**config.mk**
```make
export PLATFORM = sky130hd
export DESIGN_NAME = uds_top
export DESIGN_NICKNAME = d
export VERILOG_FILES = /design/src/design/uds_pkg.sv /design/src/design/uds_top.sv /design/src/design/uds_sync.sv /design/src/design/uds_baud_gen.sv
export VERILOG_INCLUDE_DIRS = /design/src /design/src/design
export SDC_FILE = /design/constraint.sdc
export NUM_CORES = 1
export LEC_CHECK = 0
export BUFFER_PORTS_ARGS = -buffer_cell sky130_fd_sc_hd__buf_4
export CAP_MARGIN = 20
export CORE_ASPECT_RATIO = 1.1
export CORE_MARGIN = 1.5
export CORE_UTILIZATION = 51
export DETAILED_ROUTE_END_ITERATION = 10
export PLACE_DENSITY = 0.74
export SLEW_MARGIN = 20
export SYNTH_ARGS = -nofsm -noshare
export SYNTH_HDL_FRONTEND = slang
export SYNTH_SLANG_ARGS = --single-unit
```
**constraint.sdc**
```tcl
create_clock -name REF_CLK -period 3.8 [get_ports REF_CLK]
set_input_delay 0.76 -clock REF_CLK [delete_from_list [all_inputs] [get_ports REF_CLK]]
set_output_delay 0.76 -clock REF_CLK [all_outputs]
set_load 0.02 [all_outputs]
```
**src/design/uds_cfg.svh**
```systemverilog
// register indices, reset values and bit timing of the dali/async uart
// assumes inclusion by bare name from design and sim files
`ifndef UDS_CFG_SVH
`define UDS_CFG_SVH

// ****************************************
// register indices, byte address = 4 x index
// ****************************************
`define UDS_IDX_CTRL 14'h0000
`define UDS_IDX_DIV 14'h0001
`define UDS_IDX_STAT 14'h0002
`define UDS_IDX_TXD 14'h0003
`define UDS_IDX_RXD 14'h0004
`define UDS_IDX_PPS_A 14'h3AE7
`define UDS_IDX_PPS_B 14'h3AEA
`define UDS_AXI_AW 16

// ****************************************
// reset values
// ****************************************
`define UDS_CTRL_RESET 5'h00
`define UDS_DIV_RESET 16'h0043
`define UDS_PPS_RESET 8'h00
`define UDS_PPS_GOOD 8'h18

// ****************************************
// status bit positions
// ****************************************
`define UDS_ST_TX_BUSY 0
`define UDS_ST_TX_PEND 1
`define UDS_ST_RX_FULL 2
`define UDS_ST_OVERRUN 3
`define UDS_ST_AB_ACT 4
`define UDS_ST_FRM_ERR 5
`define UDS_ST_AB_DONE 6

// ****************************************
// bit timing in baud ticks
// ****************************************
`define UDS_TICK_LAST_NORMAL 4'hF
`define UDS_TICK_LAST_FAST 4'h3
`define UDS_DALI_HALF 4'h8
`define UDS_DALI_SAMPLE 4'hC
`define UDS_STOP_ASYNC 3'h1
`define UDS_STOP_DALI 3'h2
`define UDS_RESP_OKAY 2'h0
`define UDS_RESP_SLVERR 2'h2

`endif

```
**src/design/uds_pkg.sv**
```systemverilog
// types shared by the dali/async uart
// assumes nothing beyond a systemverilog compiler
package uds_pkg;

  typedef enum logic [1:0] {
    REV_A1 = 2'h0,
    REV_A2 = 2'h1,
    REV_A4 = 2'h2
  } uds_rev_t;

  typedef enum logic [4:0] {
    RX_IDLE = 5'h01,
    RX_MEAS = 5'h02,
    RX_START = 5'h04,
    RX_DATA = 5'h08,
    RX_STOP = 5'h10
  } uds_rx_state_t;

  typedef enum logic [3:0] {
    TX_IDLE = 4'h1,
    TX_START = 4'h2,
    TX_DATA = 4'h4,
    TX_STOP = 4'h8
  } uds_tx_state_t;

  typedef struct packed {
    logic flow_enable;
    logic autobaud_enable;
    logic baud_speed_select;
    logic dali_mode;
    logic enable;
  } uds_ctrl_t;

endpackage : uds_pkg

```
**src/design/uds_top.sv**
```systemverilog
// uart with async and dali (manchester) framing, axi4-lite registers
// assumes one clock, rx and cts pins asynchronous, rs-485 or dali phy
`timescale 1ns/1ns
`include "uds_cfg.svh"
module uds_top #(
  parameter uds_pkg::uds_rev_t REVISION = uds_pkg::REV_A4
) (
  // clock and reset
  input wire logic REF_CLK,
  input wire logic SYS_RST,
  // axi4-lite write address
  input wire logic [`UDS_AXI_AW-1:0] S_AXI_AWADDR,
  input wire logic S_AXI_AWVALID,
  output logic S_AXI_AWREADY,
  // axi4-lite write data
  input wire logic [31:0] S_AXI_WDATA,
  input wire logic [3:0] S_AXI_WSTRB,
  input wire logic S_AXI_WVALID,
  output logic S_AXI_WREADY,
  // axi4-lite write response
  output logic [1:0] S_AXI_BRESP,
  output logic S_AXI_BVALID,
  input wire logic S_AXI_BREADY,
  // axi4-lite read address
  input wire logic [`UDS_AXI_AW-1:0] S_AXI_ARADDR,
  input wire logic S_AXI_ARVALID,
  output logic S_AXI_ARREADY,
  // axi4-lite read data
  output logic [31:0] S_AXI_RDATA,
  output logic [1:0] S_AXI_RRESP,
  output logic S_AXI_RVALID,
  input wire logic S_AXI_RREADY,
  // line
  input wire logic RX_IN,
  output logic TX_OUT,
  output logic TX_DRIVER_ENABLE_OUT,
  // flow control
  input wire logic CTS_N,
  output logic RTS_N
);

  // ****************************************
  // functions
  // ****************************************
  function automatic logic idx_known(input logic [13:0] idx);
    idx_known = (idx == `UDS_IDX_CTRL) || (idx == `UDS_IDX_DIV) ||
      (idx == `UDS_IDX_STAT) || (idx == `UDS_IDX_TXD) ||
      (idx == `UDS_IDX_RXD) || (idx == `UDS_IDX_PPS_A) ||
      (idx == `UDS_IDX_PPS_B);
  endfunction : idx_known

  function automatic logic [31:0] merge(input logic [31:0] old,
      input logic [31:0] wd, input logic [3:0] strb);
    logic [31:0] m;
    m = {{8{strb[3]}}, {8{strb[2]}}, {8{strb[1]}}, {8{strb[0]}}};
    merge = (old & ~m) | (wd & m);
  endfunction : merge

  function automatic logic [15:0] calc_div(input logic [19:0] cnt,
      input logic dali, input logic fast);
    logic [19:0] q;
    q = dali ? (cnt >> 3) : (fast ? (cnt >> 2) : (cnt >> 4));
    if (q == 20'h00000) q = 20'h00001;
    q = q - 20'h00001;
    calc_div = q[15:0];
  endfunction : calc_div

  // ****************************************
  // state and wiring
  // ****************************************
  uds_pkg::uds_ctrl_t ctrl;
  uds_pkg::uds_rx_state_t rx_state;
  uds_pkg::uds_tx_state_t tx_state;
  logic [15:0] baud_divisor;
  logic [7:0] pps_a;
  logic [7:0] pps_b;
  logic [7:0] tx_data;
  logic [7:0] tx_shift;
  logic [7:0] rx_data;
  logic [7:0] rx_shift;
  logic tx_pending, rx_full, overrun, frame_err, ab_done;
  logic [`UDS_AXI_AW-1:0] aw_addr;
  logic [`UDS_AXI_AW-1:0] ar_addr;
  logic [31:0] w_data;
  logic [3:0] w_strb;
  logic [1:0] sync_q;
  logic rx_s, cts_n_s, rx_prev, tick, baud_restart;
  logic [3:0] rx_tk;
  logic [3:0] tx_tk;
  logic [2:0] rx_bit;
  logic [2:0] tx_bit;
  logic [19:0] meas_cnt;

  wire logic do_write = !S_AXI_AWREADY && !S_AXI_WREADY && !S_AXI_BVALID;
  wire logic do_read = !S_AXI_ARREADY && !S_AXI_RVALID;
  wire logic [13:0] w_idx = aw_addr[15:2];
  wire logic [13:0] r_idx = ar_addr[15:2];
  wire logic [31:0] wr_val = merge(32'h00000000, w_data, w_strb);
  wire logic [31:0] div_val = merge({16'h0000, baud_divisor}, w_data,
    w_strb);
  wire logic is_a1 = (REVISION == uds_pkg::REV_A1);

  // dali pins normal speed; fast select only reaches async framing
  wire logic fast = ctrl.baud_speed_select &&
    !ctrl.dali_mode;
  wire logic [3:0] tick_last =
    fast ? `UDS_TICK_LAST_FAST : `UDS_TICK_LAST_NORMAL;
  wire logic [3:0] sample_pt =
    ctrl.dali_mode ? `UDS_DALI_SAMPLE : (fast ? 4'h2 : `UDS_DALI_HALF);
  // a1 forces auto-baud on in dali; later revisions hold it off
  wire logic ab_active = ctrl.dali_mode ? is_a1
    : ctrl.autobaud_enable;
  // flow inputs only trusted with both pin selects at the good value
  wire logic pps_ok = (pps_a == `UDS_PPS_GOOD) &&
    (pps_b == `UDS_PPS_GOOD);
  wire logic cts_ok = !ctrl.flow_enable || (pps_ok && !cts_n_s);
  wire logic rx_fall = rx_prev && !rx_s;
  wire logic rx_tick = tick && (rx_state != uds_pkg::RX_IDLE) &&
    (rx_state != uds_pkg::RX_MEAS);
  wire logic rx_samp = rx_tick && (rx_tk == sample_pt);

  // ****************************************
  // submodules
  // ****************************************
  uds_sync #(.W(2)) u_sync (
    .clk(REF_CLK),
    .rst(SYS_RST),
    .d({RX_IN, CTS_N}),
    .q(sync_q)
  );
  assign rx_s = sync_q[1];
  assign cts_n_s = sync_q[0];

  uds_baud_gen u_baud (
    .clk(REF_CLK),
    .rst(SYS_RST),
    .divisor(baud_divisor),
    .restart(baud_restart),
    .tick(tick)
  );

  // ****************************************
  // axi4-lite write channel
  // ****************************************
  always_ff @(posedge REF_CLK) begin
    if (SYS_RST) begin
      S_AXI_AWREADY <= 1'b1;
      S_AXI_WREADY <= 1'b1;
      S_AXI_BVALID <= 1'b0;
      S_AXI_BRESP <= `UDS_RESP_OKAY;
      aw_addr <= '0;
      w_data <= 32'h00000000;
      w_strb <= 4'h0;
    end else begin
      if (S_AXI_AWVALID && S_AXI_AWREADY) begin
        S_AXI_AWREADY <= 1'b0;
        aw_addr <= S_AXI_AWADDR;
      end
      if (S_AXI_WVALID && S_AXI_WREADY) begin
        S_AXI_WREADY <= 1'b0;
        w_data <= S_AXI_WDATA;
        w_strb <= S_AXI_WSTRB;
      end
      if (do_write) begin
        S_AXI_BVALID <= 1'b1;
        S_AXI_BRESP <= idx_known(w_idx) ? `UDS_RESP_OKAY : `UDS_RESP_SLVERR;
      end else if (S_AXI_BVALID && S_AXI_BREADY) begin
        S_AXI_BVALID <= 1'b0;
        S_AXI_AWREADY <= 1'b1;
        S_AXI_WREADY <= 1'b1;
      end
    end
  end

  // ****************************************
  // axi4-lite read channel
  // ****************************************
  always_ff @(posedge REF_CLK) begin
    if (SYS_RST) begin
      S_AXI_ARREADY <= 1'b1;
      S_AXI_RVALID <= 1'b0;
      S_AXI_RDATA <= 32'h00000000;
      S_AXI_RRESP <= `UDS_RESP_OKAY;
      ar_addr <= '0;
    end else if (S_AXI_ARVALID && S_AXI_ARREADY) begin
      S_AXI_ARREADY <= 1'b0;
      ar_addr <= S_AXI_ARADDR;
    end else if (do_read) begin
      S_AXI_RVALID <= 1'b1;
      S_AXI_RRESP <= idx_known(r_idx) ? `UDS_RESP_OKAY : `UDS_RESP_SLVERR;
      unique case (r_idx)
        `UDS_IDX_CTRL: S_AXI_RDATA <= {27'h0000000, ctrl};
        `UDS_IDX_DIV: S_AXI_RDATA <= {16'h0000, baud_divisor};
        `UDS_IDX_STAT: S_AXI_RDATA <= {22'h000000, REVISION, 1'b0,
          ab_done, frame_err, ab_active, overrun, rx_full, tx_pending,
          tx_state != uds_pkg::TX_IDLE};
        `UDS_IDX_TXD: S_AXI_RDATA <= {24'h000000, tx_data};
        `UDS_IDX_RXD: S_AXI_RDATA <= {24'h000000, rx_data};
        `UDS_IDX_PPS_A: S_AXI_RDATA <= {24'h000000, pps_a};
        `UDS_IDX_PPS_B: S_AXI_RDATA <= {24'h000000, pps_b};
        default: S_AXI_RDATA <= 32'h00000000;
      endcase
    end else if (S_AXI_RVALID && S_AXI_RREADY) begin
      S_AXI_RVALID <= 1'b0;
      S_AXI_ARREADY <= 1'b1;
    end
  end

  // ****************************************
  // configuration registers
  // ****************************************
  always_ff @(posedge REF_CLK) begin
    if (SYS_RST) begin
      ctrl <= `UDS_CTRL_RESET;
      pps_a <= `UDS_PPS_RESET;
      pps_b <= `UDS_PPS_RESET;
    end else begin
      if (do_write && w_idx == `UDS_IDX_CTRL && w_strb[0]) begin
        ctrl <= wr_val[4:0];
      end else if (rx_state == uds_pkg::RX_MEAS && rx_s &&
          !ctrl.dali_mode) begin
        ctrl.autobaud_enable <= 1'b0;
      end
      if (do_write && w_idx == `UDS_IDX_PPS_A && w_strb[0]) begin
        pps_a <= wr_val[7:0];
      end
      if (do_write && w_idx == `UDS_IDX_PPS_B && w_strb[0]) begin
        pps_b <= wr_val[7:0];
      end
    end
  end

  // divisor from software, or measured by auto-baud
  always_ff @(posedge REF_CLK) begin
    if (SYS_RST) begin
      baud_divisor <= `UDS_DIV_RESET;
    end else if (rx_state == uds_pkg::RX_MEAS && rx_s) begin
      baud_divisor <= calc_div(meas_cnt, ctrl.dali_mode, fast);
    end else if (do_write && w_idx == `UDS_IDX_DIV) begin
      baud_divisor <= div_val[15:0];
    end
  end

  // ****************************************
  // transmit path
  // ****************************************
  always_ff @(posedge REF_CLK) begin
    if (SYS_RST) begin
      tx_data <= 8'h00;
      tx_pending <= 1'b0;
    end else if (do_write && w_idx == `UDS_IDX_TXD && w_strb[0] &&
        !tx_pending) begin
      tx_data <= wr_val[7:0];
      tx_pending <= 1'b1;
    end else if (tx_state == uds_pkg::TX_IDLE && tick && cts_ok &&
        ctrl.enable) begin
      tx_pending <= 1'b0;
    end
  end

  always_ff @(posedge REF_CLK) begin
    if (SYS_RST) begin
      tx_state <= uds_pkg::TX_IDLE;
      tx_shift <= 8'h00;
      tx_tk <= 4'h0;
      tx_bit <= 3'h0;
    end else if (tick) begin
      tx_tk <= (tx_tk == tick_last) ? 4'h0 : tx_tk + 4'h1;
      unique case (tx_state)
        uds_pkg::TX_IDLE: begin
          tx_tk <= 4'h0;
          if (tx_pending && cts_ok && ctrl.enable) begin
            tx_shift <= tx_data;
            tx_state <= uds_pkg::TX_START;
          end
        end
        uds_pkg::TX_START: begin
          if (tx_tk == tick_last) begin
            tx_bit <= 3'h0;
            tx_state <= uds_pkg::TX_DATA;
          end
        end
        uds_pkg::TX_DATA: begin
          if (tx_tk == tick_last) begin
            tx_shift <= ctrl.dali_mode ? {tx_shift[6:0], 1'b0}
              : {1'b0, tx_shift[7:1]};
            tx_bit <= tx_bit + 3'h1;
            if (tx_bit == 3'h7) begin
              tx_bit <= 3'h0;
              tx_state <= uds_pkg::TX_STOP;
            end
          end
        end
        uds_pkg::TX_STOP: begin
          if (tx_tk == tick_last) begin
            tx_bit <= tx_bit + 3'h1;
            if (tx_bit + 3'h1 == (ctrl.dali_mode ? `UDS_STOP_DALI
                : `UDS_STOP_ASYNC)) begin
              tx_state <= uds_pkg::TX_IDLE;
            end
          end
        end
      endcase
    end
  end

  // line level; dali encodes a one as low then high half bits
  logic cur_bit;
  always_comb begin
    unique case (tx_state)
      uds_pkg::TX_START: cur_bit = ctrl.dali_mode;
      uds_pkg::TX_DATA: cur_bit = ctrl.dali_mode ? tx_shift[7] : tx_shift[0];
      default: cur_bit = 1'b1;
    endcase
  end

  always_ff @(posedge REF_CLK) begin
    if (SYS_RST) begin
      TX_OUT <= 1'b1;
      TX_DRIVER_ENABLE_OUT <= is_a1;
      RTS_N <= 1'b1;
    end else begin
      if (ctrl.dali_mode && (tx_state == uds_pkg::TX_START ||
          tx_state == uds_pkg::TX_DATA) && tx_tk < `UDS_DALI_HALF) begin
        TX_OUT <= !cur_bit;
      end else begin
        TX_OUT <= cur_bit;
      end
      TX_DRIVER_ENABLE_OUT <= (tx_state != uds_pkg::TX_IDLE) ^
        is_a1;
      RTS_N <= !(ctrl.flow_enable && ctrl.enable && !rx_full);
    end
  end

  // ****************************************
  // receive path
  // ****************************************
  assign baud_restart = (rx_state == uds_pkg::RX_IDLE && rx_fall &&
    ctrl.enable && !ab_active) || (rx_state == uds_pkg::RX_MEAS && rx_s);

  always_ff @(posedge REF_CLK) begin
    if (SYS_RST) begin
      rx_state <= uds_pkg::RX_IDLE;
      rx_prev <= 1'b1;
      rx_tk <= 4'h0;
      rx_bit <= 3'h0;
      rx_shift <= 8'h00;
      meas_cnt <= 20'h00000;
    end else begin
      rx_prev <= rx_s;
      if (rx_tick) begin
        rx_tk <= (rx_tk == tick_last) ? 4'h0 : rx_tk + 4'h1;
      end
      unique case (rx_state)
        uds_pkg::RX_IDLE: begin
          rx_tk <= 4'h0;
          meas_cnt <= 20'h00000;
          if (rx_fall && ctrl.enable) begin
            rx_state <= ab_active ? uds_pkg::RX_MEAS
              : uds_pkg::RX_START;
          end
        end
        uds_pkg::RX_MEAS: begin
          // low phase: whole start bit, or half of it in dali
          meas_cnt <= meas_cnt + 20'h00001;
          if (rx_s) begin
            rx_tk <= ctrl.dali_mode ? `UDS_DALI_HALF : 4'h0;
            rx_bit <= 3'h0;
            rx_state <= ctrl.dali_mode ? uds_pkg::RX_START
              : uds_pkg::RX_DATA;
          end else if (meas_cnt == 20'hFFFFF) begin
            rx_state <= uds_pkg::RX_IDLE;
          end
        end
        uds_pkg::RX_START: begin
          if (rx_samp && rx_s != ctrl.dali_mode) begin
            rx_state <= uds_pkg::RX_IDLE;
          end else if (rx_tick && rx_tk == tick_last) begin
            rx_bit <= 3'h0;
            rx_state <= uds_pkg::RX_DATA;
          end
        end
        uds_pkg::RX_DATA: begin
          if (rx_samp) begin
            rx_shift <= ctrl.dali_mode ? {rx_shift[6:0], rx_s}
              : {rx_s, rx_shift[7:1]};
          end
          if (rx_tick && rx_tk == tick_last) begin
            rx_bit <= rx_bit + 3'h1;
            if (rx_bit == 3'h7) begin
              rx_state <= uds_pkg::RX_STOP;
            end
          end
        end
        uds_pkg::RX_STOP: begin
          if (rx_samp) begin
            rx_state <= uds_pkg::RX_IDLE;
          end
        end
      endcase
    end
  end

  // receive buffer and sticky flags; hardware set beats software clear
  wire logic rx_store = rx_state == uds_pkg::RX_STOP && rx_samp && rx_s;
  wire logic rx_bad = (rx_state == uds_pkg::RX_STOP && rx_samp && !rx_s) ||
    (rx_state == uds_pkg::RX_START && rx_samp && rx_s != ctrl.dali_mode);
  wire logic st_clr = do_write && w_idx == `UDS_IDX_STAT && w_strb[0];

  always_ff @(posedge REF_CLK) begin
    if (SYS_RST) begin
      rx_data <= 8'h00;
      rx_full <= 1'b0;
      overrun <= 1'b0;
      frame_err <= 1'b0;
      ab_done <= 1'b0;
    end else begin
      if (rx_store) begin
        rx_data <= rx_shift;
        rx_full <= 1'b1;
      end else if (do_read && r_idx == `UDS_IDX_RXD) begin
        rx_full <= 1'b0;
      end
      if (rx_store && rx_full) begin
        overrun <= 1'b1;
      end else if (st_clr && w_data[`UDS_ST_OVERRUN]) begin
        overrun <= 1'b0;
      end
      if (rx_bad) begin
        frame_err <= 1'b1;
      end else if (st_clr && w_data[`UDS_ST_FRM_ERR]) begin
        frame_err <= 1'b0;
      end
      if (rx_state == uds_pkg::RX_MEAS && rx_s) begin
        ab_done <= 1'b1;
      end else if (st_clr && w_data[`UDS_ST_AB_DONE]) begin
        ab_done <= 1'b0;
      end
    end
  end

endmodule : uds_top

```
**src/design/uds_sync.sv**
```systemverilog
// two-flop synchroniser for pin inputs
// assumes inputs come from outside the clock domain
`timescale 1ns/1ns
module uds_sync #(
  parameter int W = 2
) (
  // clock and reset
  input wire logic clk,
  input wire logic rst,
  // levels
  input wire logic [W-1:0] d,
  output logic [W-1:0] q
);

  logic [W-1:0] stage;

  always_ff @(posedge clk) begin
    if (rst) begin
      stage <= '1;
      q <= '1;
    end else begin
      stage <= d;
      q <= stage;
    end
  end

endmodule : uds_sync

```
**src/design/uds_baud_gen.sv**
```systemverilog
// baud tick generator: one tick every divisor+1 clocks
// assumes divisor and restart come from the same clock domain
`timescale 1ns/1ns
module uds_baud_gen (
  // clock and reset
  input wire logic clk,
  input wire logic rst,
  // control
  input wire logic [15:0] divisor,
  input wire logic restart,
  // tick
  output logic tick
);

  logic [15:0] cnt;

  always_ff @(posedge clk) begin
    if (rst || restart) begin
      cnt <= 16'h0000;
      tick <= 1'b0;
    end else if (cnt >= divisor) begin
      cnt <= 16'h0000;
      tick <= 1'b1;
    end else begin
      cnt <= cnt + 16'h0001;
      tick <= 1'b0;
    end
  end

endmodule : uds_baud_gen

```
### Word level (Yosys, flattened, before mapping)

Index checks and enable logic that the tools add are counted.

| word-level totals | value |
|---|---|
| output and inout bits | 44 |
| input port bits | 77 |
| word-level logic and storage cells | 305 |
| register bits after elaboration | 233 |

| operators by class | value |
|---|---|
| order comparisons | 2 |
| reduce and logical (&&, ||, !) cells | 112 |
| $add $sub $neg | 7 |
| muxes and demuxes | 85 |
| eq/ne operators | 50 |
| bitwise gates (word level) | 5 |

Operators with widths:

| kind | number |
|---|---|
| one-hot mux 16 bit (7 select lines) | 1 |
| two-way mux 16 bit | 5 |
| two-way mux 4 bit | 16 |
| equality test 14 bit (second input constant) | 4 |
| equality test 14 x 2 -> 1 bit (second input constant) | 4 |
| logical AND 1 bit | 54 |
| two-way mux 5 bit | 8 |
| one-hot mux 20 bit (2 select lines) | 1 |
| two-way mux 18 bit | 2 |
| bitwise AND 16 bit | 2 |
| two-way mux 8 bit | 4 |
| two-way mux 1 bit | 29 |
| equality test 14 x 1 -> 1 bit (second input constant) | 2 |
| equality test 14 x 3 -> 1 bit (second input constant) | 2 |
| logical NOT 14 bit | 2 |
| two-way mux 3 bit | 9 |
| one-hot mux 5 bit (5 select lines) | 1 |
| nonzero test 2 bit | 12 |
| adder 20 x 1 -> 20 bit (second input constant) | 1 |
| equality test 20 bit (second input constant) | 1 |
| logical NOT 20 bit | 1 |
| != test 2 bit (second input constant) | 10 |
| one-hot mux 3 bit (3 select lines) | 2 |
| logical OR 1 bit | 17 |
| 42 further kinds | 71 |

### Logic depth before layout (Yosys ltp)

Gate-level depths: netlist of run 1.

| depth | value |
|---|---|
| depth in word-level cells | 10 |
| gate-level depth with buffers | 14 |
| gate-level depth less buffers | 12 |

### Modules after synthesis

Synthesis of run 1 repeated with hierarchy kept, for this count alone.

| unflattened totals | value |
|---|---|
| cells, all modules | 1346 |
| area, all modules | 11048.1 um^2 |

By module, submodules not included:

| module | times used | cells each | seq. area each (um^2) | area each (um^2) |
|---|---|---|---|---|
| uds_top | 1 | 1211 | 3803.6 | 9864.5 |
| uds_baud_gen | 1 | 127 | 340.3 | 1078.5 |
| uds_sync | 1 | 8 | 80.1 | 105.1 |

### Least setup slack after synthesis of run 1

Ideal clock, no wire load.

| path | value |
|---|---|
| kind | register to register |
| from | register ctrl[1] in the netlist's numbering |
| to | register with a tool-made name |
| arrival time | 2.862 ns |
| clock period less this slack | 2.957 ns |
| library setup time | 0.095 ns |
| path buffers | 6 |
| path slack | 0.843 ns |
| required time | 3.705 ns |
| cell stages (with the launch flop) | 15 |
| cells stage by stage | dfxtp_1 buf_6 buf_2 clkbuf_1 buf_2 buf_2 buf_2 nor2_1 a21oi_1 ha_1 o211ai_1 nor4_2 and3_1 o21ai_0 a221oi_1 |

RTL lines:

| what | RTL line | source |
|---|---|---|
| from (decl) | uds_top.sv:71 | `uds_pkg::uds_ctrl_t ctrl;` |
| from (signal assigned) | uds_top.sv:214 | `` ctrl <= `UDS_CTRL_RESET; `` |
| from (signal assigned) | uds_top.sv:219 | `ctrl <= wr_val[4:0];` |

==> impl_metrics.csv, run 1 <==
group,metric,value,unit
floorplan,die_y,157,µm
floorplan,placementRows,56,
power,combPwrFrac,0.071,
worst_setup_path,cp.arrival,3.77,ns
sta,fmax,298,MHz
floorplan,design.core.area,0.0213,mm²
clock_tree,clkTransAtPathRegs,0.06,ns
sta,final_max_slew_viol_count,0,
drt,drt_iter0_markers,711,
sta,fin_tns_setup,0,ns
synthesis,ys_async_sr_fraction,0,
synthesis,netlist_area,0.0111,mm²
drt,drc,0,
job,maxCapViolations,0,
global_route,antenna_found_initial,0,
global_route,grt.total_usage,0.239,
drt,viasPerCell,5.77,
power,p_sw_frac,0.233,
global_route,grt-ovfl-total,0,
power,max-vdd-ir-drop,0.000344,V
clock_tree,post_cts_buffers,0,
drt,dr.pass1.iters,5,
clock_tree,cts_max_level,1,
worst_setup_path,r2r_cells,12,
power,p_int,3.99,mW
synthesis,yosysSeqAreaShare,0.382,
finish,num-fill-cells,1928,
worst_setup_path,worstReg2RegStart,"ctrl[1]$_SDFFE_PP0P_",
power,finalPower,5.20,mW
power,power_frac_seq,0.446,
clock_tree,cts_buffers,24,
placed_design,io_buffers,80,
synthesis,synth_warnings,0,
synthesis,avgSynthCellArea,8.25,µm²
finish,area.growth.synth_to_final,13.7,%
sta,hold_violations,0,
min_path,hold_class,"flip-flop to flip-flop",
worst_setup_path,worstPathRequired,4.21,ns
synthesis,post-synth-top-area-fraction,0.382,
min_path,min_path_cells,1,
synthesis,synth.distinct_cells,83,
synthesis,synth_common_cells,"211 x dfxtp_1, 191 x nand2_1, 131 x nor2_1, 115 x a21oi_1, 61 x clkbuf_1",
floorplan,die_area,0.0226,mm²
worst_setup_path,start_kind,"flip-flop",
synthesis,synth_edf_count,0,
clock_tree,clockRootBuffer,"clkbuf_16",
floorplan,io_pins,121,
clock_tree,hold_buffers,0,
clock_tree,cts_num_sinks,211,
drt,dr_total_vias,9693,
synthesis,synth_seq_cells,211,
synthesis,yosysMostFrequentCell,"dfxtp_1",
sta,worstMarginPinSlew,1.08,ns
finish,drive_gt1_frac,0.130,
power,pwr-share-clk,0.483,
worst_setup_path,reg2reg_setup_slack,0.44,ns
placed_design,gp_congestion,0.881,
worst_setup_path,setup.worst_path.start,"ctrl[1]$_SDFFE_PP0P_",
clock_tree,cts.path.max_buffers,3,
global_route,grt_pass1_wl,44000,µm
sta,setup_viol,0,
drt,drt-wirelength-per-cell,16.0,µm
global_route,grt_max_degree,85,
synthesis,syn_inst,1341,
power,p_sw,1.21,mW
clock_tree,clk-insertion-delay-late,0.52,ns
worst_setup_path,worstPathMaxFanout,33,
synthesis,ys_top_cells_by_area,"dfxtp_1 38%, nand2_1 6.5%, mux2i_1 5.3%",
clock_tree,post_cts_resized,0,
finish,fin_nets,1477,
floorplan,initial_utilization,0.519,
finish,fin_util,0.590,
synthesis,synth_top_cell_by_area,"dfxtp_1",
outcome,status,"finished clean",
clock_tree,cts_tree,"built",
worst_setup_path,cp-end-kind,"flip-flop",
sta,finalClockSkew,0.0222,ns
finish,antenna_cells,0,
power,cellLeakagePower,4.68,nW
sta,rsz0062_at_grt,"no",
synthesis,synth_ff_type,"dfxtp_1",
drt,drt_wl_total,26800,µm
sta,min_period,3.36,ns
sta,finalCritPeriodShare,0.884,
global_route,grt_pass1_vias,8856,
floorplan,die_x,143,µm
placed_design,post-dp-hpwl,19000,µm
drt,antenna_left,0,
sta,relSlewSlack,0.272,
power,pwr_density_cell,414,mW/mm²
worst_setup_path,critical_path_class,"flip-flop to flip-flop",
==> final cells by class <==
class / instances / area, µm² / area share
tap: 290 / 363 / 0.0288
clock buffer: 34 / 729 / 0.0580
sequential: 211 / 4230 / 0.336
timing repair buffer: 96 / 724 / 0.0576
inverter: 35 / 131 / 0.0104
clock inverter: 8 / 150 / 0.0119
multi-input combinational: 1005 / 6250 / 0.497
==> layout by cell type (no fill, tap or decap), drive strengths merged, types with 23 or more instances in the layout <==
master	instances
a211oi	27
inv	35
dfxtp	211
clkbuf	34
nand3	43
a22oi	23
nand2	191
mux2i	58
o21ai	44
a21oi	116
nor2	131
ha	27
buf	96
nor3	42
==> worst min path at each step <==
stage / from / endpoint / slack, ns
final: u_sync.stage[1]$_SDFF_PP1_ / u_sync.q[1]$_SDFF_PP1_ / 0.41
after global placement: u_sync.stage[1]$_SDFF_PP1_ / u_sync.q[1]$_SDFF_PP1_ / 0.39
after detailed placement: u_sync.stage[1]$_SDFF_PP1_ / u_sync.q[1]$_SDFF_PP1_ / 0.40
after floorplan: u_sync.stage[0]$_SDFF_PP1_ / u_sync.q[0]$_SDFF_PP1_ / 0.39
after global routing: CTS_N / u_sync.stage[0]$_SDFF_PP1_ / 0.42
after CTS: u_sync.stage[1]$_SDFF_PP1_ / u_sync.q[1]$_SDFF_PP1_ / 0.41
==> routing by layer <==
metal	global-route usage	wire length [µm]	share of wire	up-vias
li1	-	-	-	4836
met1	0.315	12100	0.45	4550
met2	0.393	12500	0.47	244
met3	0.0380	1410	0.052	63
met4	0.0899	830	0.031	0
met5	0	0	0	-
==> flip-flops by register name, summed over array words and instances, names as in the netlist, 4 cells and up, named ones only <==
name,count
rx_shift,8
tx_state,4
pps_a,8
rx_state,5
rx_tk,4
aw_addr,14
w_data,16
tx_shift,8
rx_data,8
S_AXI_RDATA,16
tx_data,8
u_baud.cnt,16
ar_addr,14
ctrl,5
pps_b,8
tx_tk,4
meas_cnt,20
==> critical path, cell delays in order, from the launching register on <==
cell	delay, ns
dfxtp_2	0.66
nor2b_1	0.26
a221oi_1	0.57
nor3_1	0.14
nand3_1	0.15
o21ai_1	0.08
inv_1	0.08
ha_1	0.15
o211ai_1	0.20
nor4_2	0.41
and3_1	0.22
o21ai_0	0.08
a221oi_1	0.26
==> through the flow <==
stage / hold slack (ns) / std cells / setup slack, ns / cell area [µm²]
after CTS: 0.410 / 1679 / 0.466 / 12600
after global routing: 0.421 / 1679 / 0.0935 / 12600
final: 0.409 / 1679 / 0.440 / 12600
after floorplan: 0.389 / 1358 / 0.843 / 11100
after detailed placement: 0.396 / 1637 / 0.498 / 11700
after global placement: 0.392 / 1637 / 0.591 / 11700
==> logic make-up after synthesis <==
logic type / count (synthesis) / share of synthesized area
and+or+nand+nor: 554 / 0.251
AOI/OAI and AO/OA: 304 / 0.181
DFF: 211 / 0.382
buffers and inverters: 142 / 0.0601
muxes: 72 / 0.0718
xor gates and xnor gates: 30 / 0.0238
adders and majority gates: 27 / 0.0305
other: 1 / 0.000339
==> power by group through the flow <==
stage / clock (mW) / combinational, mW / sequential [mW]
2_1_floorplan: 0 / 0.267 / 2.35
3_3_place_gp: 0 / 0.360 / 2.37
3_5_place_dp: 0 / 0.365 / 2.37
4_1_cts: 2.55 / 0.367 / 2.32
5_1_grt: 2.64 / 0.406 / 2.33
6_report: 2.51 / 0.369 / 2.32
(Power assumes the default switching activity.)
==> run 2: changes to the inputs <==
CTS_BUF_LIST = sky130_fd_sc_hd__clkbuf_2   (was not set)
==> run 2 against run 1 <==
  * Total power fell by 20%
  * Clock power down 42%
  * Combinational power hardly changed
  * Fmax is 0.42% higher
  * Non-clock buffer count stayed put
  * Hold slack lost 0.31 ns
  * Critical path depth unchanged
  * Count of clock-buffer cells in the layout increased by 40
  * Clock skew rose by 0.041 ns
==> impl_metrics.csv, run 2 (synthesized netlist as in run 1, its figures left out) <==
group,metric,value,unit
clock_tree,cts.path.max_buffers,3,
sta,fin_tns_setup,0,ns
drt,drc,0,
finish,largest_register_ffs,20,
sta,final_max_slew_viol_count,0,
clock_tree,clkTransAtPathRegs,0.11,ns
finish,final_common_cell,"dfxtp_1",
outcome,status,"finished clean",
global_route,grt.total_usage,0.242,
worst_setup_path,reg2reg_setup_slack,0.45,ns
worst_setup_path,worstReg2RegStart,"ctrl[1]$_SDFFE_PP0P_",
sta,hold_violations,0,
drt,drt-wirelength-per-cell,15.6,µm
clock_tree,cts_buffers,53,
sta,setup_viol,0,
floorplan,placementRows,56,
placed_design,io_buffers,80,
placed_design,post-dp-hpwl,19000,µm
worst_setup_path,start_kind,"flip-flop",
placed_design,gp_congestion,0.881,
power,pwr_density_cell,341,mW/mm²
clock_tree,post_cts_buffers,0,
finish,area.growth.synth_to_final,9.95,%
global_route,grt_pass1_vias,9053,
sta,relSlewSlack,0.257,
sta,finalCritPeriodShare,0.881,
clock_tree,clockRootBuffer,"clkbuf_2",
worst_setup_path,cp.arrival,4.09,ns
clock_tree,cts_num_sinks,211,
floorplan,initial_utilization,0.519,
power,max-vdd-ir-drop,0.000197,V
sta,fmax,299,MHz
power,cellLeakagePower,4.60,nW
sta,hold_ws,0.103,ns
floorplan,io_pins,121,
clock_tree,clk-insertion-delay-late,0.84,ns
finish,fin_nets,1506,
clock_tree,cts_max_level,2,
sta,rsz0062_at_grt,"no",
clock_tree,hold_buffers,0,
floorplan,design.core.area,0.0213,mm²
global_route,grt-ovfl-total,0,
floorplan,die_area,0.0226,mm²
clock_tree,post_cts_resized,0,
placed_design,placedInstanceArea,0.0117,mm²
floorplan,die_y,157,µm
worst_setup_path,critical_path_class,"flip-flop to flip-flop",
worst_setup_path,cp-end-kind,"flip-flop",
worst_setup_path,path_common_cell,"a221oi_1",
clock_tree,cts_tree,"built",
worst_setup_path,worstPathMaxFanout,33,
drt,viasPerCell,5.68,
finish,layout_common_cells,"210 x dfxtp_1, 191 x nand2_1, 131 x nor2_1",
worst_setup_path,slowest_delay,0.67,ns
finish,drive_gt1_frac,0.152,
worst_setup_path,worstPathRequired,4.55,ns
worst_setup_path,slowest_stage,"dfxtp_2",
finish,largest-register,"meas_cnt",
worst_setup_path,r2r_cells,12,
job,maxCapViolations,0,
global_route,grt_pass1_wl,44500,µm
min_path,hold_class,"input pin to flip-flop",
drt,dr.pass1.iters,4,
floorplan,die_x,143,µm
sta,finalClockSkew,0.0632,ns
global_route,grt_max_degree,85,
drt,antenna_left,0,
drt,dr_total_vias,9830,
global_route,antenna_found_initial,1,
sta,min_period,3.35,ns
worst_setup_path,crit_chain,"nor2b_1 > a221oi_1 > nor3_1 > nand3_1 > o21ai_1 > inv_1 > ha_1 > o211ai_1 > nor4_2 > and3_1 > o21ai_0 > a221oi_1",
finish,final_area,0.0122,mm²
finish,fin_util,0.571,
sta,worstMarginPinSlew,1.11,ns
drt,drt_wl_total,27000,µm
worst_setup_path,setup.worst_path.start,"ctrl[1]$_SDFFE_PP0P_",
drt,drt_iter0_markers,723,
==> run 2: how the worst min path moves through the flow <==
stage                                          start                       end  slack (ns)  cells past startpoint
after floorplan           u_sync.stage[0]$_SDFF_PP1_    u_sync.q[0]$_SDFF_PP1_        0.39                      1
after global placement    u_sync.stage[1]$_SDFF_PP1_    u_sync.q[1]$_SDFF_PP1_        0.39                      1
after detailed placement  u_sync.stage[1]$_SDFF_PP1_    u_sync.q[1]$_SDFF_PP1_        0.40                      1
after CTS                              S_AXI_AWVALID  S_AXI_AWREADY$_SDFF_PP1_        0.04                      2
after global routing                    S_AXI_WVALID   S_AXI_WREADY$_SDFF_PP1_        0.02                      2
final                                  S_AXI_AWVALID  S_AXI_AWREADY$_SDFF_PP1_        0.10                      2
==> run 2: cell type report <==
| type | instances | area [µm²] |
|---|---|---|
| fillers | 2013 | 9140 |
| multi-input cells | 1005 | 6250 |
| flip-flops and latches | 211 | 4230 |
| repair buffers | 96 | 724 |
| clock buffers | 74 | 370 |
| well taps | 290 | 363 |
| inverters | 35 | 131 |
| clock inverters | 20 | 87.6 |
| diodes | 1 | 2.50 |
==> run 2: worst max-delay path, delay by kind of cell, from the launching register on <==
family | cells | cell delay [ns]
flops | 1 | 0.67
compound gates | 5 | 1.20
simple gates | 5 | 1.18
fa+ha+maj | 1 | 0.15
buf+inv | 1 | 0.08
==> run 2: stage by stage <==
stage	instances	total power, mW	setup WS [ns]
after global routing	1732	4.37	0.102
after floorplan	1358	2.61	0.843
after global placement	1637	2.73	0.591
after detailed placement	1637	2.73	0.498
after CTS	1731	4.19	0.455
final	1732	4.15	0.454
==> run 2: where the power goes <==
part	internal (mW)	switching (mW)	leakage [nW]
clock	0.534	0.924	0.351
combinational	0.128	0.240	2.54
sequential	2.26	0.0648	1.71
total	2.92	1.23	4.60
==> run 2: layer usage <==
layer  wire [µm]  vias up  global-route usage
met5           0        -                   0
met4         806        0              0.0943
met3        1600       62              0.0505
met2       12600      263               0.394
met1       12000     4568               0.315
li1            -     4937                   -
